===== src/rtl/fms_defs.svh =====
// Constants for the flyback mode supervisor: times, frequencies, codes.
// Assumes a 100 MHz system clock; times are converted to cycles where used.
`ifndef FMS_DEFS_SVH
`define FMS_DEFS_SVH
// ==========================================
// Clock
`define FMS_CLK_HZ 100000000
`define FMS_CLK_NS 10
// ==========================================
// Switching frequencies and on-time limits
`define FMS_F_NOM65_HZ 65000
`define FMS_F_NOM100_HZ 100000
`define FMS_F_MIN_HZ 27000
`define FMS_TON65_NS 12300
`define FMS_TON100_NS 8000
`define FMS_FOLD_STEP 12'h010
// ==========================================
// Supervisor times in microseconds
`define FMS_TSAMPLE_US 1000
`define FMS_TSS_US 10000
`define FMS_TDROP_US 20000
`define FMS_TGUARD_US 10000
`define FMS_TDET_US 32000
// ==========================================
// Current setpoint codes
`define FMS_SS_STEPS 4'hF
`define FMS_FREEZE_CODE 4'h6
`define FMS_SP_ZERO 4'h0
`endif


===== src/rtl/fms_pkg.sv =====
// Types shared by the flyback mode supervisor and its bench.
// Assumes nothing beyond a SystemVerilog compiler.
package fms_pkg;
  typedef enum logic [2:0] {MODE_OFF, MODE_WAIT, MODE_PWM, MODE_FOLD, MODE_SKIP} fms_mode_t;
endpackage


===== src/rtl/fms_sync.sv =====
// Two-flop synchroniser for a vector of comparator flags.
// Assumes each bit changes slowly compared with the clock.
`timescale 1ns/100ps
`default_nettype none
module fms_sync #(
  parameter int W = 1
) (
  input wire logic clk_sys_i,
  input wire logic rst_b_i,
  input wire logic [W-1:0] d_i,
  output logic [W-1:0] q_o
);
  logic [W-1:0] meta_reg;
  always_ff @(posedge clk_sys_i or negedge rst_b_i)
  begin
    if (!rst_b_i)
    begin
      meta_reg <= '0;
      q_o <= '0;
    end
    else
    begin
      meta_reg <= d_i;
      q_o <= meta_reg;
    end
  end
endmodule
`default_nettype wire


===== src/rtl/fms_timer.sv =====
// Up-counting timer: counts while run is high, flags expiry at len.
// Assumes clear has priority and len stays stable during a count.
`timescale 1ns/100ps
`default_nettype none
module fms_timer (
  input wire logic clk_sys_i,
  input wire logic rst_b_i,
  input wire logic clear_i,
  input wire logic run_i,
  input wire logic [23:0] len_i,
  output logic expired_o
);
  logic [23:0] cnt_reg;
  logic [23:0] cnt_next;
  always_comb
  begin
    cnt_next = cnt_reg;
    if (clear_i)
      cnt_next = 24'h000000;
    else if (run_i && cnt_reg < len_i)
      cnt_next = cnt_reg + 24'h000001;
  end
  always_ff @(posedge clk_sys_i or negedge rst_b_i)
  begin
    if (!rst_b_i)
      cnt_reg <= 24'h000000;
    else
      cnt_reg <= cnt_next;
  end
  // Expiry does not look at clear: users that clear on their own expiry
  // would otherwise close a combinational loop
  assign expired_o = cnt_reg >= len_i;
endmodule
`default_nettype wire


===== src/rtl/fms_supervisor.sv =====
// Mode selection, startup sequencing, brown-out and unplug discharge
// for an offline flyback controller. Inputs are raw comparator flags
// from the analog front end; reset comes from the supply-low detector.
// Function
// - Feedback below 0.4 V enters off mode
// - Leave off mode only above 2.2 V
// - Off mode keeps feedback watch, discharge and supply source toggling
// - Start in off mode; thermal shutdown holds off
// - Stored fault survives off mode
// - Switch current ends every gate pulse
// - Foldback varies frequency down to 27 kHz
// - Below 1.5 V setpoint frozen constant
// - Lightest loads skip every pulse; period held at 27 kHz
// - Startup source toggles until line start level
// - Start at next turn-on with soft-start
// - Idle switching toggles source within supply window
// - Supply overvoltage latches controller off
// - Short supply uses low current, line gates
// - Brown-out stops, holds supply until line start
// - Stop only after dropout timer expires
// - Line above start allows immediate start
// - Unplug comparator sampled once per period; the code checks its edges every clock and only outputs the strobe
// - Comparator edge restarts timer; expiry means DC
// - DC triggers timed cyclic discharge until stop
// - Unplug detection works in every mode
// - Discharge self-supplies and blocks startup
// - Guard timer filters off mode entry
// - Soft-start in 15 steps, lower setpoint wins
`timescale 1ns/100ps
`default_nettype none
`include "fms_defs.svh"
module fms_supervisor #(
  parameter int SAMPLE_CYC = `FMS_TSAMPLE_US * 1000 / `FMS_CLK_NS,
  parameter int SS_STEP_CYC = `FMS_TSS_US * 1000 / `FMS_CLK_NS / 15,
  parameter int DROP_CYC = `FMS_TDROP_US * 1000 / `FMS_CLK_NS,
  parameter int GUARD_CYC = `FMS_TGUARD_US * 1000 / `FMS_CLK_NS,
  parameter int DET_CYC = `FMS_TDET_US * 1000 / `FMS_CLK_NS
) (
  input wire logic clk_sys_i,
  input wire logic rst_b_i,
  input wire logic freq_100k_i,
  input wire logic fb_off_i,
  input wire logic fb_on_i,
  input wire logic fb_freeze_i,
  input wire logic fb_fold_i,
  input wire logic fb_skip_i,
  input wire logic vcc_on_i,
  input wire logic vcc_restart_i,
  input wire logic vcc_uvlo_i,
  input wire logic vcc_ovp_i,
  input wire logic vcc_short_i,
  input wire logic line_min_i,
  input wire logic line_start_i,
  input wire logic line_stop_i,
  input wire logic thermal_i,
  input wire logic overload_i,
  input wire logic unplug_cmp_i,
  input wire logic cs_trip_i,
  output logic gate_drive_out_o,
  output logic [3:0] setpoint_o,
  output logic hv_source_o,
  output logic hv_low_current_o,
  output logic discharge_o,
  output logic sample_strobe_o,
  output logic dc_detect_o,
  output logic fault_latched_o,
  output fms_pkg::fms_mode_t mode_o
);
  import fms_pkg::*;

  localparam logic [11:0] PER65 = 12'(`FMS_CLK_HZ / `FMS_F_NOM65_HZ);
  localparam logic [11:0] PER100 = 12'(`FMS_CLK_HZ / `FMS_F_NOM100_HZ);
  localparam logic [11:0] PERMIN = 12'(`FMS_CLK_HZ / `FMS_F_MIN_HZ);
  localparam logic [11:0] TON65 = 12'(`FMS_TON65_NS / `FMS_CLK_NS);
  localparam logic [11:0] TON100 = 12'(`FMS_TON100_NS / `FMS_CLK_NS);

  // ==========================================
  // Input synchronisation
  logic fb_off_s, fb_on_s, fb_freeze_s, fb_fold_s, fb_skip_s, vcc_on_s, vcc_restart_s;
  logic vcc_uvlo_s, vcc_ovp_s, vcc_short_s, line_min_s, line_start_s, line_stop_s;
  logic thermal_s, overload_s, cmp_s, cs_s;
  logic [16:0] sync_q;
  fms_sync #(.W(17)) u_sync (.clk_sys_i(clk_sys_i), .rst_b_i(rst_b_i), .q_o(sync_q),
    .d_i({fb_off_i, fb_on_i, fb_freeze_i, fb_fold_i, fb_skip_i, vcc_on_i, vcc_restart_i,
          vcc_uvlo_i, vcc_ovp_i, vcc_short_i, line_min_i, line_start_i, line_stop_i,
          thermal_i, overload_i, unplug_cmp_i, cs_trip_i}));
  assign {fb_off_s, fb_on_s, fb_freeze_s, fb_fold_s, fb_skip_s, vcc_on_s, vcc_restart_s,
          vcc_uvlo_s, vcc_ovp_s, vcc_short_s, line_min_s, line_start_s, line_stop_s,
          thermal_s, overload_s, cmp_s, cs_s} = sync_q;

  // ==========================================
  // Timers
  fms_mode_t mode_reg, mode_next;
  logic cmp_d_reg, dc_reg, dc_next, dis_reg, dis_next, line_ok_reg, line_ok_next;
  logic fault_reg, fault_next, src_reg, src_next, gate_reg, gate_next, smp_reg, low_reg, low_next;
  logic [3:0] ss_reg, ss_next, sp_reg, sp_next, sp_fb;
  logic [11:0] per_reg, per_next, cyc_reg, cyc_next, on_reg, on_next, ton_max;
  logic cmp_edge, det_exp, drop_exp, guard_exp, ss_exp, smp_exp, running, wrap;
  assign cmp_edge = cmp_s ^ cmp_d_reg;
  assign running = (mode_reg == MODE_PWM) || (mode_reg == MODE_FOLD) ||
                   (mode_reg == MODE_SKIP);
  // one comparison strobe per sample period
  fms_timer u_sample (.clk_sys_i(clk_sys_i), .rst_b_i(rst_b_i), .clear_i(smp_exp),
    .run_i(1'b1), .len_i(24'(SAMPLE_CYC - 1)), .expired_o(smp_exp));
  // any comparator edge restarts detection; phase end reloads it
  fms_timer u_detect (.clk_sys_i(clk_sys_i), .rst_b_i(rst_b_i),
    .clear_i(cmp_edge || det_exp || (dc_reg && !line_min_s)), .run_i(1'b1),
    .len_i(24'(DET_CYC)), .expired_o(det_exp));
  // line must stay below stop level for the dropout time
  fms_timer u_drop (.clk_sys_i(clk_sys_i), .rst_b_i(rst_b_i), .clear_i(!line_stop_s),
    .run_i(line_stop_s), .len_i(24'(DROP_CYC)), .expired_o(drop_exp));
  // feedback must stay low for the guard time
  fms_timer u_guard (.clk_sys_i(clk_sys_i), .rst_b_i(rst_b_i),
    .clear_i(!fb_off_s || mode_reg == MODE_OFF), .run_i(fb_off_s),
    .len_i(24'(GUARD_CYC)), .expired_o(guard_exp));
  fms_timer u_ss (.clk_sys_i(clk_sys_i), .rst_b_i(rst_b_i), .clear_i(ss_exp || !running),
    .run_i(ss_reg != `FMS_SS_STEPS), .len_i(24'(SS_STEP_CYC - 1)), .expired_o(ss_exp));

  // ==========================================
  // Unplug detector, discharge, line and fault state
  always_comb
  begin
    dc_next = dc_reg;
    dis_next = dis_reg;
    line_ok_next = line_ok_reg;
    fault_next = fault_reg;
    // discharge phases alternate on each timer expiry
    if (dc_reg && det_exp)
      dis_next = !dis_reg;
    // expiry with no edge means DC, in any mode
    if (!dc_reg && det_exp && line_min_s)
    begin
      dc_next = 1'b1;
      dis_next = 1'b1;
    end
    // AC return or low line ends discharge
    if (cmp_edge || !line_min_s)
    begin
      dc_next = 1'b0;
      dis_next = 1'b0;
    end
    // brown-out after dropout time, released at start level
    if (drop_exp)
      line_ok_next = 1'b0;
    if (line_start_s)
      line_ok_next = 1'b1;
    // overvoltage latches; only reset clears it, not off mode
    if (vcc_ovp_s || (overload_s && running))
      fault_next = 1'b1;
  end

  // ==========================================
  // Mode state machine
  always_comb
  begin
    mode_next = mode_reg;
    unique case (mode_reg)
      MODE_OFF:
        // wake above the on level, never in thermal shutdown
        if (fb_on_s && !thermal_s)
          mode_next = MODE_WAIT;
      MODE_WAIT:
        // start at next turn-on once line is good, never discharging
        if (line_ok_reg && src_reg && vcc_on_s && !fault_reg && !dc_reg && !vcc_uvlo_s)
          mode_next = MODE_PWM;
      MODE_PWM, MODE_FOLD, MODE_SKIP:
      begin
        // lightest load skips, light load folds back
        if (fb_skip_s)
          mode_next = MODE_SKIP;
        else if (fb_fold_s)
          mode_next = MODE_FOLD;
        else
          mode_next = MODE_PWM;
        // brown-out, fault or supply loss stops switching
        if (!line_ok_reg || fault_reg || vcc_uvlo_s || vcc_ovp_s)
          mode_next = MODE_WAIT;
      end
    endcase
    // guarded low feedback forces off mode
    if (guard_exp || (thermal_s && mode_reg != MODE_OFF))
      mode_next = MODE_OFF;
  end

  // ==========================================
  // Supply source: dynamic self-supply and discharge
  always_comb
  begin
    src_next = src_reg;
    // hysteretic toggle between restart and turn-on levels
    if (vcc_on_s)
      src_next = 1'b0;
    else if (vcc_restart_s || vcc_short_s)
      src_next = 1'b1;
    // Switching supplies itself from the auxiliary winding
    if (mode_next == MODE_PWM || mode_next == MODE_FOLD)
      src_next = 1'b0;
    if (dc_next && (vcc_restart_s || dis_next))
      src_next = 1'b1;
    // a low line keeps the source off over every other condition
    if (!line_min_s)
      src_next = 1'b0;
    // reduced current while the supply is shorted
    low_next = src_next && vcc_short_s && !dis_next;
  end

  // ==========================================
  // Oscillator, gate drive and setpoint
  always_comb
  begin
    ton_max = freq_100k_i ? TON100 : TON65;
    wrap = (cyc_reg >= per_reg - 12'h001);
    cyc_next = wrap ? 12'h000 : cyc_reg + 12'h001;
    per_next = per_reg;
    // stretch period each cycle down to the floor frequency
    if (mode_reg == MODE_FOLD)
    begin
      if (wrap && per_reg < PERMIN - `FMS_FOLD_STEP)
        per_next = per_reg + `FMS_FOLD_STEP;
      else if (wrap)
        per_next = PERMIN;
    end
    else if (mode_reg == MODE_SKIP)
      per_next = PERMIN;
    else
      per_next = freq_100k_i ? PER100 : PER65;
    on_next = gate_reg ? on_reg + 12'h001 : 12'h000;
    gate_next = gate_reg;
    if (wrap && (mode_reg == MODE_PWM || mode_reg == MODE_FOLD))
      gate_next = 1'b1;
    // current or on-time ends a pulse; no gate outside switching
    if (cs_s || on_reg >= ton_max || mode_next == MODE_OFF || mode_next == MODE_WAIT ||
        mode_reg == MODE_SKIP)
      gate_next = 1'b0;
    ss_next = ss_reg;
    if (!running)
      ss_next = `FMS_SP_ZERO;
    else if (ss_exp && ss_reg != `FMS_SS_STEPS)
      ss_next = ss_reg + 4'h1;
    // frozen setpoint below the freeze level
    sp_fb = fb_freeze_s ? `FMS_FREEZE_CODE : `FMS_SS_STEPS;
    // lower of soft-start and feedback setpoints
    sp_next = (ss_reg < sp_fb) ? ss_reg : sp_fb;
    if (!running)
      sp_next = `FMS_SP_ZERO;
  end

  always_ff @(posedge clk_sys_i or negedge rst_b_i)
  begin
    if (!rst_b_i)
    begin
      mode_reg <= MODE_OFF;
      cmp_d_reg <= 1'b0;
      dc_reg <= 1'b0;
      dis_reg <= 1'b0;
      line_ok_reg <= 1'b0;
      fault_reg <= 1'b0;
      src_reg <= 1'b0;
      gate_reg <= 1'b0;
      smp_reg <= 1'b0;
      low_reg <= 1'b0;
      ss_reg <= `FMS_SP_ZERO;
      sp_reg <= `FMS_SP_ZERO;
      per_reg <= PER65;
      cyc_reg <= 12'h000;
      on_reg <= 12'h000;
    end
    else
    begin
      mode_reg <= mode_next;
      cmp_d_reg <= cmp_s;
      dc_reg <= dc_next;
      dis_reg <= dis_next;
      line_ok_reg <= line_ok_next;
      fault_reg <= fault_next;
      src_reg <= src_next;
      gate_reg <= gate_next;
      smp_reg <= smp_exp;
      low_reg <= low_next;
      ss_reg <= ss_next;
      sp_reg <= sp_next;
      per_reg <= per_next;
      cyc_reg <= cyc_next;
      on_reg <= on_next;
    end
  end

  assign gate_drive_out_o = gate_reg;
  assign setpoint_o = sp_reg;
  assign hv_source_o = src_reg;
  assign hv_low_current_o = low_reg;
  assign discharge_o = dis_reg;
  assign sample_strobe_o = smp_reg;
  assign dc_detect_o = dc_reg;
  assign fault_latched_o = fault_reg;
  assign mode_o = mode_reg;
endmodule
`default_nettype wire


===== config.mk =====
export PLATFORM = sky130hd
export DESIGN_NAME = fms_supervisor
export DESIGN_NICKNAME = d
export VERILOG_FILES = /design/src/rtl/fms_pkg.sv /design/src/rtl/fms_sync.sv /design/src/rtl/fms_timer.sv /design/src/rtl/fms_supervisor.sv
export VERILOG_INCLUDE_DIRS = /design/src /design/src/rtl
export SDC_FILE = /design/constraint.sdc
export NUM_CORES = 1
export LEC_CHECK = 0
export ABC_CLOCK_PERIOD_IN_PS = 2980
export BUFFER_PORTS_ARGS = -buffer_cell sky130_fd_sc_hd__buf_2
export CAP_MARGIN = 20
export CORE_MARGIN = 4
export CORE_UTILIZATION = 56
export DETAILED_ROUTE_END_ITERATION = 8
export PLACE_DENSITY = 0.83
export SETUP_SLACK_MARGIN = 0.3
export SYNTH_ARGS = -nofsm -noshare
export SYNTH_HDL_FRONTEND = slang
export SYNTH_SLANG_ARGS = --single-unit

===== constraint.sdc =====
create_clock -name clk_sys_i -period 2.98 [get_ports clk_sys_i]
set_clock_uncertainty 0.15 [all_clocks]
set_input_delay 0.596 -clock clk_sys_i [delete_from_list [all_inputs] [get_ports clk_sys_i]]
set_output_delay 0.596 -clock clk_sys_i [all_outputs]
set_load 0.05 [all_outputs]

Word level (Yosys, flattened, before mapping):

Cells that the tools add are included.

* register bits: 210
* memories: 0
* logic and storage cells: 162
* input bits: 20
* bits in latches: 0
* RAM bits: 0
* bits in read-only memories: 0

* shifts and indexed selects: 0
* multiplexer cells: 44
* equality and inequality tests: 11
* reductions and logical operators: 60
* multipliers: 0
* magnitude comparators: 14
* bitwise gates (word level): 1
* add/subtract/negate cells: 10
* div/mod/pow operators: 0

Operators by type and width (number)
* 24-bit 2-to-1 mux: 10
* 24-bit by 1-bit adder with 24-bit output (second input constant): 5
* 12-bit 2-to-1 mux: 6
* 24-bit by 17-bit greater-or-equal comparator with 1-bit output (second input constant): 2
* 24-bit by 17-bit < comparator with 1-bit output (second input constant): 2
* 12-bit by 1-bit adder with 12-bit output (second input constant): 2
* 24-bit by 20-bit greater-or-equal comparator with 1-bit output (second input constant): 1
* 24-bit by 21-bit greater-or-equal comparator with 1-bit output (second input constant): 1
* 24-bit by 22-bit greater-or-equal comparator with 1-bit output (second input constant): 1
* 24-bit by 20-bit < comparator with 1-bit output (second input constant): 1
* 24-bit by 21-bit < comparator with 1-bit output (second input constant): 1
* 24-bit by 22-bit < comparator with 1-bit output (second input constant): 1
* 11-bit 2-to-1 mux: 2
* 1-bit logical AND: 21
* 4-bit 2-to-1 mux: 5
* 1-bit logical OR: 19
* 1-bit 2-to-1 mux: 15
* 3-bit 2-to-1 mux: 5
* 12-bit by 5-bit adder with 12-bit output (second input constant): 1
* 3-bit by 2-bit == test with 1-bit output (second input constant): 4
* 12-bit by 11-bit greater-or-equal comparator with 1-bit output: 1
* 12-bit greater-or-equal comparator: 1
* 12-bit < comparator (second input constant): 1
* 2-bit nonzero test: 6
* other kinds (14): 26

Depth between registers and ports, before layout:

Gate-level depths: netlist of run 1.

* depth after elaboration: 15
* depth in mapped cells: 14
* gate-level depth less buffers: 13

Modules after synthesis:

A second synthesis of run 1 with hierarchy kept.

* cells, all modules: 1527
* area, all modules: 13864.5 µm²

Modules (own cells, without submodules)
* fms_timer (u_detect ...): seq. area each 600.6 µm², area an instance 1885.6 µm², cells each 220, instances 4
* fms_supervisor: seq. area each 1380.1 µm², area an instance 3435.8 µm², cells each 372, instances 1
* fms_timer (u_drop): seq. area each 600.6 µm², area an instance 2035.7 µm², cells each 241, instances 1
* fms_sync: seq. area each 850.8 µm², area an instance 850.8 µm², cells each 34, instances 1

Least setup slack after synthesis of run 1:

No wires, ideal clock.

* path type: register to register
* from: register per_reg[2]
* to: register cyc_reg[10]
* clock period less this slack: 3130 ps
* stages on the path, launching flop included: 13
* library setup time: 132 ps
* data arrival time: 2848 ps
* path buffers: 2
* slack: -150 ps
* cell sequence: dfrtp_1 > inv_1 > ha_1 > nand3_1 > or3_1 > nor3_1 > xnor2_1 > ha_1 > nand4_1 > o21ai_1 > clkbuf_1 > buf_1 > nor2_1

* cells in the longest elaborated chain, start to end: 3

Ends and longest elaborated chain
* from (decl): RTL line fms_supervisor.sv:97 `logic [11:0] per_reg, per_next, cyc_reg, cyc_next, on_reg, on_next, ton_max;`
* from (signal assigned): RTL line fms_supervisor.sv:282 `per_reg <= per_next;`
* 12-bit by 1-bit subtractor with 12-bit output: RTL line fms_supervisor.sv:212 `wrap = (cyc_reg >= per_reg - 12'h001);`
* 12-bit greater-or-equal comparator: RTL line fms_supervisor.sv:212
* 12-bit 2-to-1 mux: RTL line fms_supervisor.sv:213 `cyc_next = wrap ? 12'h000 : cyc_reg + 12'h001;`
* net cyc_next[10]: RTL line fms_supervisor.sv:97
* to (signal assigned): RTL line fms_supervisor.sv:283 `cyc_reg <= cyc_next;`
* to (decl): RTL line fms_supervisor.sv:97

The timed path passes the listed nets, and every way through them passes these cells.
A chain may end at the register's enable or synchronous reset.

Final worst setup path of run 1:

* from: register per_reg[4]
* to: register per_reg[2]

* cells in the longest elaborated chain, start to end: 5
* elaborated cells on any way between the ends: 7

Ends and longest elaborated chain
* 12-bit by 1-bit subtractor with 12-bit output: RTL line fms_supervisor.sv:212
* 12-bit greater-or-equal comparator: RTL line fms_supervisor.sv:212
* 1-bit logical AND (no line)
* 12-bit 2-to-1 mux: RTL line fms_supervisor.sv:218 `` if (wrap && per_reg < PERMIN - `FMS_FOLD_STEP) ``
* 12-bit 2-to-1 mux: RTL line fms_supervisor.sv:216 `if (mode_reg == MODE_FOLD)`

Several ways; a longest one is shown, not always the timed one.

==> results of run 1 <==
routing by layer:
layer | track usage | vias to the layer above | part of all wire
met5 | 0 | - | 0
met4 | 0.0673 | 0 | 0.032
met3 | 0.0278 | 56 | 0.039
met2 | 0.350 | 172 | 0.50
met1 | 0.266 | 3439 | 0.43
li1 | - | 3432 | -
synthesized netlist by cell type (all sizes together) (3+ instances only):
| master | n | area share |
|---|---|---|
| xnor2 | 44 | 0.039 |
| nor3 | 14 | 0.0071 |
| a21boi | 8 | 0.0061 |
| dfstp | 3 | 0.0080 |
| o211ai | 6 | 0.0046 |
| nor4 | 15 | 0.0095 |
| nand4 | 28 | 0.018 |
| o2bb2ai | 3 | 0.0027 |
| nor2b | 8 | 0.0051 |
| nand2 | 53 | 0.020 |
| mux2i | 4 | 0.0041 |
| clkbuf | 23 | 0.0088 |
| o21ai | 26 | 0.013 |
| buf | 3 | 0.0015 |
| and4 | 10 | 0.0089 |
| xor2 | 66 | 0.059 |
| inv | 36 | 0.014 |
| or4 | 4 | 0.0031 |
| o2111ai | 4 | 0.0036 |
| nor4b | 3 | 0.0027 |
| or3 | 13 | 0.0083 |
| o31a | 3 | 0.0027 |
| a31oi | 3 | 0.0019 |
| nor3b | 3 | 0.0023 |
| nor2 | 139 | 0.053 |
| ha | 42 | 0.053 |
| nand3 | 51 | 0.026 |
| a211oi | 4 | 0.0043 |
| o31ai | 4 | 0.0031 |
| and2 | 36 | 0.023 |
| nand2b | 6 | 0.0038 |
| nand4b | 4 | 0.0036 |
| a21oi | 17 | 0.0086 |
| dfrtp | 206 | 0.52 |
| and3 | 24 | 0.015 |
kinds of logic after synthesis:
| group | synth area share |
|---|---|
| AOI/OAI and AO/OA | 0.0714 |
| xor gates and xnor gates | 0.0979 |
| and+or+nand+nor | 0.217 |
| adders and majority gates | 0.0534 |
| DFF | 0.532 |
| muxes | 0.00407 |
| buffers and inverters | 0.0240 |
| other | 0.000381 |
per-stage QoR:
| step | setup WS (ns) | total power, mW |
|---|---|---|
| after CTS | 0.138 | 6.77 |
| after floorplan | 0.249 | 3.29 |
| after global routing | -0.0180 | 6.97 |
| after global placement | 0.0680 | 3.44 |
| final | 0.105 | 6.70 |
| after detailed placement | 0.0191 | 3.46 |
worst max-delay path: cells and delay by family, from the launching register on:
kind | cells | cell delay [ns]
adders and majority gates | 2 | 0.45
buffers and inverters | 2 | 0.25
DFF | 1 | 0.38
xor gates and xnor gates | 1 | 0.13
AOI/OAI and AO/OA | 3 | 0.58
and+or+nand+nor | 6 | 0.81
worst paths after layout:
kind / startpoint / end / slack, ns / depth (start not counted)
worst max register to register: per_reg[4] / per_reg[2] / 0.10 / 14
max in group asynchronous: rst_b_i / per_reg[1] / 1.37 / 3
worst min register to register: u_sync.meta_reg[7] / u_sync.q_o[7] / 0.19 / 0
worst max-delay path: per_reg[4] / per_reg[2] / 0.10 / 14
worst min-delay path: fb_off_i / u_sync.meta_reg[16] / 0.04 / 1
min in group asynchronous: rst_b_i / hv_source_o / 0.54 / 2
cells in the final DEF, fill, tap and decap left out, types with 5 or more instances in the layout:
master,instances
sky130_fd_sc_hd__nor3_1,13
sky130_fd_sc_hd__nand2_1,53
sky130_fd_sc_hd__nand3_1,50
sky130_fd_sc_hd__xor2_1,66
sky130_fd_sc_hd__and3_1,23
sky130_fd_sc_hd__buf_4,27
sky130_fd_sc_hd__a21oi_1,16
sky130_fd_sc_hd__or3_1,12
sky130_fd_sc_hd__dfrtp_1,206
sky130_fd_sc_hd__nor2_1,131
sky130_fd_sc_hd__nor2_2,5
sky130_fd_sc_hd__conb_1,16
sky130_fd_sc_hd__nor4_1,13
sky130_fd_sc_hd__a21boi_0,7
sky130_fd_sc_hd__and2_1,36
sky130_fd_sc_hd__and4_1,10
sky130_fd_sc_hd__inv_1,34
sky130_fd_sc_hd__xnor2_1,44
sky130_fd_sc_hd__buf_2,32
sky130_fd_sc_hd__o211ai_1,6
sky130_fd_sc_hd__clkbuf_16,25
sky130_fd_sc_hd__o21ai_0,22
sky130_fd_sc_hd__nand2b_1,6
sky130_fd_sc_hd__nor2b_1,7
sky130_fd_sc_hd__ha_1,41
sky130_fd_sc_hd__nand4_1,27
sky130_fd_sc_hd__bufinv_16,6
power groups by stage:
stage,registers [mW],logic [mW],clock network [mW]
after floorplan,3.06,0.228,0
after global placement,3.07,0.366,0
after detailed placement,3.08,0.385,0
after CTS,3.03,0.414,3.32
after global routing,3.04,0.474,3.46
final,3.03,0.418,3.25
layout make-up:
type	instances	area [µm²]
clock inverters	11	211
multi-input cells	693	4620
repair buffers	69	519
clock buffers	32	682
inverters	36	135
flip-flops and latches	209	5230
fillers	1244	5550
well taps	225	282
what timing repair did:
| action | in CTS | in global routing |
|---|---|---|
| hold buffers | 1 | 0 |
| setup endpoints to repair | 21 | 49 |
| pin swaps | 5 | 5 |
| resized for setup | 22 | 17 |
| hold endpoints to repair | 69 | 0 |
| setup buffers | 10 | 6 |
| gates cloned | 1 | 0 |
==> metrics.yaml, run 1 <==
drt_drc_violations_left: 0
critPathMaxFanout: 6
fin_tns_setup_ns: 0
switching_power_mw: 1.49
setup.worst_path.end_class: "flip-flop"
timing.fmax_mhz: 348
post_drt_via_cell_ratio: 5.57
detail_route.iter0.violations: 474
cts_made_buffers: 24
clk-insertion-delay-late_ns: 0.51
timing.final.crit_period_ns: 2.88
diodes: 0
max_cap_viol_count: 0
grt_first_pass_wirelength_um: 33900
final_core_util: 0.678
floorplan.io_pins: 34
detail-route-antenna-nets: 0
report.final.hold_viol_count: 0
cts_max_level: 1
result_of_the_run: "completed"
hold_removal_path_class: "input port to flip-flop"
swShare: 0.222
grt_antenna_before_repair: 0
timing_worst_slew_pin_value_ns: 0.764
seq_area_frac_synth: 0.532
port_buffers: 33
core-area_um2: 17200
p_leak_nw: 5.17
power.sequential.fraction: 0.452
clock_sinks: 209
num_rows: 48
final_net_count: 1095
worstSetupStartpointType: "flip-flop"
synth_edf_count: 0
finalInstanceArea_um2: 11700
final_hold_slack_ns: 0.0420
cp_data_arrival_time_ns: 3.12
final_cell_count_no_fill: 1275
netlist_area_um2: 9840
p_comb_frac: 0.062
critical_path_class: "flip-flop to flip-flop"
post-route-period-util: 0.965
total_global_routing_overflow: 0
first_pass_iters: 5
grt_max_degree: 75
placed_cells_incl_taps: 1214
number_of_global_route_vias_before_repair: 7235
clock-root-buffer: "sky130_fd_sc_hd__clkbuf_16"
synth.distinct_cells: 63
power.ir.vdd_worst_v: 0.000449
ys_warn_count: 0
cell_with_the_largest_stage_delay_on_the_worst_path: "sky130_fd_sc_hd__dfrtp_1"
cts_tree: "built"
finalSetupViolCount: 0
cp_slowest_stage_delay_ns: 0.38
syn_to_final_growth_pct: 18.7
clkTransAtPathRegs_ns: 0.06
grt_setup_unrepaired: "yes"
routabilityCongestion: 0.868
synth.ff_latch_count: 209
p_int_mw: 5.21
async_flop_share: 1.00
drive_above_1_share: 0.145
maxSlewHeadroom: 0.486
avgSynthCellArea_um2: 10.4
power_density_over_the_cells_nw_per_um2: 573
routed_wl_per_cell_um: 15.6
dr_total_vias: 7099
timing.critical_path.mode_cell: "sky130_fd_sc_hd__ha_1"
synthCells: 949
post-dp-hpwl_um: 12500
cts_buffer_depth: 3
floorplan.die.height_um: 141
die_x_um: 141
path_cells: "inv_2 -> ha_1 -> nand3_4 -> or3_4 -> nor3_4 -> xnor2_1 -> ha_1 -> nand2_1 -> nor2_2 -> a211oi_2 -> o21ai_4 -> buf_6 -> nor2b_4 -> o31a_1"
globalRouteTotalUtil: 0.203
initial_utilization: 0.571
fp.dieArea_um2: 19800
synth_top_flop_cell: "sky130_fd_sc_hd__dfrtp_1"
pwr-share-clk: 0.485
dpl-instance-area_um2: 10500
cp_data_required_time_ns: 3.23
routed_wire_length_um: 19900
final-max-slew-violation-count: 0
Note: power is estimated with default switching activity, not from simulation.
==> run 2, diff against run 1 <==
HOLD_SLACK_MARGIN = 0.06   (was not set)
==> metrics.yaml, run 2 (synthesis results as in run 1) <==
cts_max_level: 1  # unchanged
cp_data_required_time_ns: 3.23  # about the same
report.final.hold_viol_count: 0  # unchanged
diodes: 0  # unchanged
cell_family_with_most_cp_delay: "simple AND/OR/NAND/NOR gates"  # unchanged
critical_path_class: "flip-flop to flip-flop"  # unchanged
routed_wl_per_cell_um: 15.5  # was 15.6 µm
cts_buffer_depth: 3  # unchanged
rr_worst_depth: 14  # unchanged
p_leak_nw: 5.24  # was 5.17 nW
cp_slowest_stage_delay_ns: 0.38  # about the same
post_drt_via_cell_ratio: 5.53  # was 5.57
result_of_the_run: "completed"  # unchanged
final-max-slew-violation-count: 0  # unchanged
path_cells: "inv_2 -> ha_1 -> nand3_4 -> or3_4 -> nor3_4 -> xnor2_1 -> ha_1 -> nand2_1 -> nor2_2 -> a211oi_2 -> o21ai_4 -> buf_6 -> nor2b_4 -> o31a_1"  # unchanged
port_buffers: 33  # unchanged
detail-route-antenna-nets: 0  # unchanged
clock-root-buffer: "sky130_fd_sc_hd__clkbuf_16"  # unchanged
globalRouteTotalUtil: 0.205  # was 0.203
first_pass_iters: 5  # unchanged
floorplan.io_pins: 34  # unchanged
hold_removal_path_class: "flip-flop to flip-flop"  # was input port to flip-flop
holdCritStartpoint: "u_sync.meta_reg[7]"  # was fb_off_i
cell_with_the_largest_stage_delay_on_the_worst_path: "sky130_fd_sc_hd__dfrtp_1"  # unchanged
clkTransAtPathRegs_ns: 0.06  # about the same
layout_common_cells: "206 x sky130_fd_sc_hd__dfrtp_1, 131 x sky130_fd_sc_hd__nor2_1, 66 x sky130_fd_sc_hd__xor2_1"  # unchanged
die_x_um: 141  # unchanged
clock_sinks: 209  # unchanged
total_global_routing_overflow: 0  # unchanged
clk-insertion-delay-late_ns: 0.51  # about the same
fin_total_pwr_mw: 6.72  # was 6.70 mW
floorplan.die.height_um: 141  # unchanged
final_cell_count_no_fill: 1292  # was 1275
syn_to_final_growth_pct: 20.4  # was 18.7%
worstPathBufferInverterCount: 2  # unchanged
hold_path_depth: 0  # was 1
grtUsageMet3: 0.0275  # was 0.0278
setup.worst_path.end_class: "flip-flop"  # unchanged
maxSlewHeadroom: 0.486  # unchanged
cts_tree: "built"  # unchanged
num_rows: 48  # unchanged
hold_path_end: "u_sync.q_o[7]"  # was u_sync.meta_reg[16]
power_density_over_the_cells_nw_per_um2: 567  # was 573 nW/µm²
groute.layer.met2.usage: 0.354  # was 0.350
grt_first_pass_wirelength_um: 34200  # was 33900 µm
max_cap_viol_count: 0  # unchanged
detail_route.iter0.violations: 475  # was 474
final_net_count: 1112  # was 1095
dpl-instance-area_um2: 10500  # unchanged
rr_startpoint: "per_reg[4]"  # unchanged
final_common_cell: "sky130_fd_sc_hd__dfrtp_1"  # unchanged
timing.fmax_mhz: 348  # about the same
placed_cells_incl_taps: 1214  # unchanged
cts_made_buffers: 24  # unchanged
drive_above_1_share: 0.142  # was 0.145
critPathMaxFanout: 6  # unchanged
worstSetupStartpointType: "flip-flop"  # unchanged
routabilityCongestion: 0.868  # unchanged
grt.met1_usage: 0.269  # was 0.266
cp_data_arrival_time_ns: 3.13  # was 3.12 ns
power.ir.vdd_worst_v: 0.000449  # about the same
finalSetupViolCount: 0  # unchanged
drt_drc_violations_left: 0  # unchanged
grt_setup_unrepaired: "yes"  # unchanged
initial_utilization: 0.571  # unchanged
number_of_global_route_vias_before_repair: 7315  # was 7235
finalInstanceArea_um2: 11900  # was 11700 µm²
core-area_um2: 17200  # unchanged
worstReg2RegEnd: "per_reg[2]"  # unchanged
grt_max_degree: 75  # unchanged
fp.dieArea_um2: 19800  # unchanged
timing_worst_slew_pin_value_ns: 0.764  # about the same
grt_most_used_layer: "met2"  # unchanged
reg2reg_slack_ns: 0.10  # about the same
post-dp-hpwl_um: 12500  # unchanged
timing.critical_path.mode_cell: "sky130_fd_sc_hd__ha_1"  # unchanged
grt_antenna_before_repair: 0  # unchanged
dr_total_vias: 7150  # was 7099
timing.final.crit_period_ns: 2.88  # about the same
routed_wire_length_um: 20000  # was 19900 µm
post-route-period-util: 0.965  # about the same
run 2: final cells by class:
type                            instances  area (µm²)
Inverter                               36         135
Multi-Input combinational cell        693        4620
Timing Repair Buffer                   86         689
Tap cell                              225         282
Clock buffer                           32         682
Clock inverter                         11         211
Fill cell                            1221        5380
Sequential cell                       209        5230
run 2: how the worst max path moves through the flow:
stage          slack, ns       start     endpoint  cells after the start
6_report            0.10  per_reg[4]   per_reg[2]                     14
5_1_grt            -0.02  per_reg[2]   per_reg[2]                     14
4_1_cts             0.14  per_reg[2]   per_reg[2]                     14
2_1_floorplan       0.25  per_reg[2]  per_reg[11]                     13
3_3_place_gp        0.07  per_reg[2]   per_reg[2]                     14
3_5_place_dp        0.02  per_reg[2]   per_reg[2]                     14
run 2: per-stage QoR:
| stage | worst slack (ns) | util | setup TNS, ns | hold WS (ns) |
|---|---|---|---|---|
| after CTS | 0.138 | 0.681 | 0 | 0.193 |
| after detailed placement | 0.0191 | 0.608 | 0 | 0.185 |
| after floorplan | 0.249 | - | 0 | 0.150 |
| after global routing | -0.0180 | 0.688 | -0.0282 | 0.202 |
| final | 0.103 | 0.688 | 0 | 0.191 |
| after global placement | 0.0680 | 0.608 | 0 | 0.182 |
run 2: worst register-to-register path, stage by stage (launching register included):
cell,delay (ns)
sky130_fd_sc_hd__dfrtp_1,0.38
sky130_fd_sc_hd__inv_2,0.10
sky130_fd_sc_hd__ha_1,0.20
sky130_fd_sc_hd__nand3_4,0.08
sky130_fd_sc_hd__or3_4,0.35
sky130_fd_sc_hd__nor3_4,0.12
sky130_fd_sc_hd__xnor2_1,0.13
sky130_fd_sc_hd__ha_1,0.25
sky130_fd_sc_hd__nand2_1,0.09
sky130_fd_sc_hd__nor2_2,0.05
sky130_fd_sc_hd__a211oi_2,0.22
sky130_fd_sc_hd__o21ai_4,0.12
sky130_fd_sc_hd__buf_6,0.15
sky130_fd_sc_hd__nor2b_4,0.12
sky130_fd_sc_hd__o31a_1,0.23
run 2: report_power, final:
group	total, mW	leakage [nW]	internal (mW)	switching (mW)
combinational	0.435	2.06	0.175	0.260
clock	3.26	0.435	2.12	1.14
sequential	3.03	2.74	2.93	0.101
run 2: timing repair:
item	CTS	global route
buffers inserted	10	6
hold endpoints to repair	86	0
cloned	1	0
pin swaps	5	5
endpoints found under the setup margin	21	49
hold buffers	18	0
gates resized for setup	22	17
run 2: routing by layer:
| layer | wire [µm] | vias up |
|---|---|---|
| li1 | - | 3473 |
| met1 | 8630 | 3462 |
| met2 | 9940 | 161 |
| met3 | 818 | 54 |
| met4 | 642 | 0 |
| met5 | 0 | - |
==> run 3, diff against run 2 <==
CORE_UTILIZATION = 58   (was 56)
CTS_BUF_LIST = sky130_fd_sc_hd__clkbuf_8   (was not set)
PLACE_DENSITY = not set   (was 0.83)
PLACE_DENSITY_LB_ADDON = 0.1   (was not set)
==> metrics.yaml, run 3 (synthesis results as in run 1) <==
result_of_the_run: "completed"  # unchanged
finalSetupViolCount: 0  # unchanged
die_x_um: 138  # was 141 µm
fp.dieArea_um2: 19100  # was 19800 µm²
timing.fmax_mhz: 344  # was 348 MHz
cp_data_required_time_ns: 3.24  # was 3.23 ns
timing.final.crit_period_ns: 2.91  # was 2.88 ns
post-dp-hpwl_um: 12000  # was 12500 µm
routabilityCongestion: 0.817  # was 0.868
clock_sinks: 209  # unchanged
cts_max_level: 2  # was 1
swShare: 0.240  # was 0.223
cp_data_arrival_time_ns: 3.17  # was 3.13 ns
final_hold_slack_ns: 0.195  # was 0.191 ns
critical_path_class: "flip-flop to flip-flop"  # unchanged
cts_made_buffers: 36  # was 24
num_rows: 47  # was 48
cts_tree: "built"  # unchanged
post-route-period-util: 0.977  # was 0.965
pwr-share-clk: 0.440  # was 0.484
globalRouteTotalUtil: 0.200  # was 0.205
clock-root-buffer: "sky130_fd_sc_hd__clkbuf_8"  # was sky130_fd_sc_hd__clkbuf_16
total_global_routing_overflow: 0  # unchanged
grt_max_degree: 83  # was 75
detail-route-antenna-nets: 0  # unchanged
drive_above_1_share: 0.146  # was 0.142
final-max-slew-violation-count: 0  # unchanged
worstSetupStartpointType: "flip-flop"  # unchanged
initial_utilization: 0.594  # was 0.571
setup.worst_path.end_class: "flip-flop"  # unchanged
post_drt_via_cell_ratio: 5.33  # was 5.53
dr_total_vias: 6962  # was 7150
floorplan.io_pins: 34  # unchanged
power_density_over_the_cells_nw_per_um2: 526  # was 567 nW/µm²
clkTransAtPathRegs_ns: 0.06  # about the same
placed_cells_incl_taps: 1211  # was 1214
grt_antenna_before_repair: 0  # unchanged
power.ir.vdd_worst_v: 0.000431  # was 0.000449 V
detail_route.iter0.violations: 253  # was 475
groute.layer.met2.usage: 0.309  # was 0.354
port_buffers: 33  # unchanged
syn_to_final_growth_pct: 18.1  # was 20.4%
hold_removal_path_class: "flip-flop to flip-flop"  # unchanged
p_int_mw: 4.65  # was 5.23 mW
routed_wl_per_cell_um: 14.1  # was 15.5 µm
first_pass_iters: 4  # was 5
fin_total_pwr_mw: 6.11  # was 6.72 mW
final_cell_count_no_fill: 1305  # was 1292
max_cap_viol_count: 0  # unchanged
core-area_um2: 16600  # was 17200 µm²
p_leak_nw: 5.20  # was 5.24 nW
cts_buffer_depth: 3  # unchanged
maxSlewHeadroom: 0.481  # was 0.486
grtUsageMet3: 0.0369  # was 0.0275
grt_first_pass_wirelength_um: 32700  # was 34200 µm
grt.met1_usage: 0.283  # was 0.269
critPathMaxFanout: 6  # unchanged
grt_most_used_layer: "met2"  # unchanged
p_comb_frac: 0.065  # about the same
final_common_cell: "sky130_fd_sc_hd__dfrtp_1"  # unchanged
finalInstanceArea_um2: 11600  # was 11900 µm²
layout_common_cells: "206 x sky130_fd_sc_hd__dfrtp_1, 137 x sky130_fd_sc_hd__nor2_1, 66 x sky130_fd_sc_hd__xor2_1"  # was 206 x sky130_fd_sc_hd__dfrtp_1, 131 x sky130_fd_sc_hd__nor2_1, 66 x sky130_fd_sc_hd__xor2_1
fin_tns_setup_ns: 0  # unchanged
power.sequential.fraction: 0.495  # was 0.451
timing_worst_slew_pin_value_ns: 0.775  # was 0.764 ns
dpl-instance-area_um2: 10500  # about the same
clk-insertion-delay-late_ns: 0.53  # was 0.51 ns
grt_setup_unrepaired: "yes"  # unchanged
final_net_count: 1121  # was 1112
switching_power_mw: 1.47  # was 1.50 mW
routed_wire_length_um: 18400  # was 20000 µm
number_of_global_route_vias_before_repair: 7032  # was 7315
floorplan.die.height_um: 138  # was 141 µm
diodes: 0  # unchanged
drt_drc_violations_left: 0  # unchanged
report.final.hold_viol_count: 0  # unchanged
[run 3: layout make-up]
type / count / area [µm²]
multi-input cells: 693 / 4580
repair buffers: 83 / 634
inverters: 36 / 135
flip-flops and latches: 209 / 5230
clock inverters: 15 / 92.6
well taps: 220 / 275
fillers: 1297 / 4960
clock buffers: 49 / 674
[run 3: path summary, 6_finish.rpt]
| kind | from | end | slack (ns) | cells after the start |
|---|---|---|---|---|
| max | per_reg[2] | per_reg[2] | 0.07 | 14 |
| min | u_sync.meta_reg[2] | u_sync.q_o[2] | 0.19 | 0 |
| max reg2reg | per_reg[2] | per_reg[2] | 0.07 | 14 |
| min reg2reg | u_sync.meta_reg[2] | u_sync.q_o[2] | 0.19 | 0 |
| max in group asynchronous | rst_b_i | sample_strobe_o | 1.55 | 3 |
| min in group asynchronous | rst_b_i | u_detect.cnt_reg[12] | 0.40 | 2 |
[run 3: routing by layer]
layer | vias up | share of wire
met5 | - | 0
met4 | 0 | 0.029
met3 | 38 | 0.039
met2 | 120 | 0.46
met1 | 3318 | 0.48
li1 | 3486 | -
[run 3: timing repair]
item	4_1_cts	5_1_grt
buffers inserted	6	6
resized for setup	12	14
endpoints found under the hold margin	53	0
endpoints found under the setup margin	12	36
pin swaps	10	13
gates cloned	0	0
hold buffers	18	0
[run 3: per-stage QoR]
step                setup WS (ns)   util
floorplan                   0.249      -
global placement           0.0950  0.632
detailed placement         0.0675  0.632
CTS                         0.120  0.694
global route              -0.0792  0.701
finish                     0.0698  0.701
[run 3: worst max-delay path, cell delays in order, from the launching register on]
cell and delay (ns):
sky130_fd_sc_hd__dfrtp_1 0.42, sky130_fd_sc_hd__inv_2 0.10, sky130_fd_sc_hd__ha_4 0.15, sky130_fd_sc_hd__nand3_4 0.06
sky130_fd_sc_hd__or3_4 0.39, sky130_fd_sc_hd__nor3_4 0.12, sky130_fd_sc_hd__xnor2_1 0.14, sky130_fd_sc_hd__ha_1 0.26
sky130_fd_sc_hd__nand2_1 0.09, sky130_fd_sc_hd__nor2_2 0.04, sky130_fd_sc_hd__a211oi_2 0.23, sky130_fd_sc_hd__o21ai_2 0.14
sky130_fd_sc_hd__buf_6 0.16, sky130_fd_sc_hd__nor2b_4 0.12, sky130_fd_sc_hd__o31a_1 0.23
[run 3: power by group through the flow]
stage / Clock [mW] / Combinational [mW] / Sequential, mW
5_1_grt: 2.93 / 0.466 / 3.04
4_1_cts: 2.78 / 0.401 / 3.03
6_report: 2.69 / 0.397 / 3.03
3_3_place_gp: 0 / 0.367 / 3.07
3_5_place_dp: 0 / 0.379 / 3.07
2_1_floorplan: 0 / 0.228 / 3.06
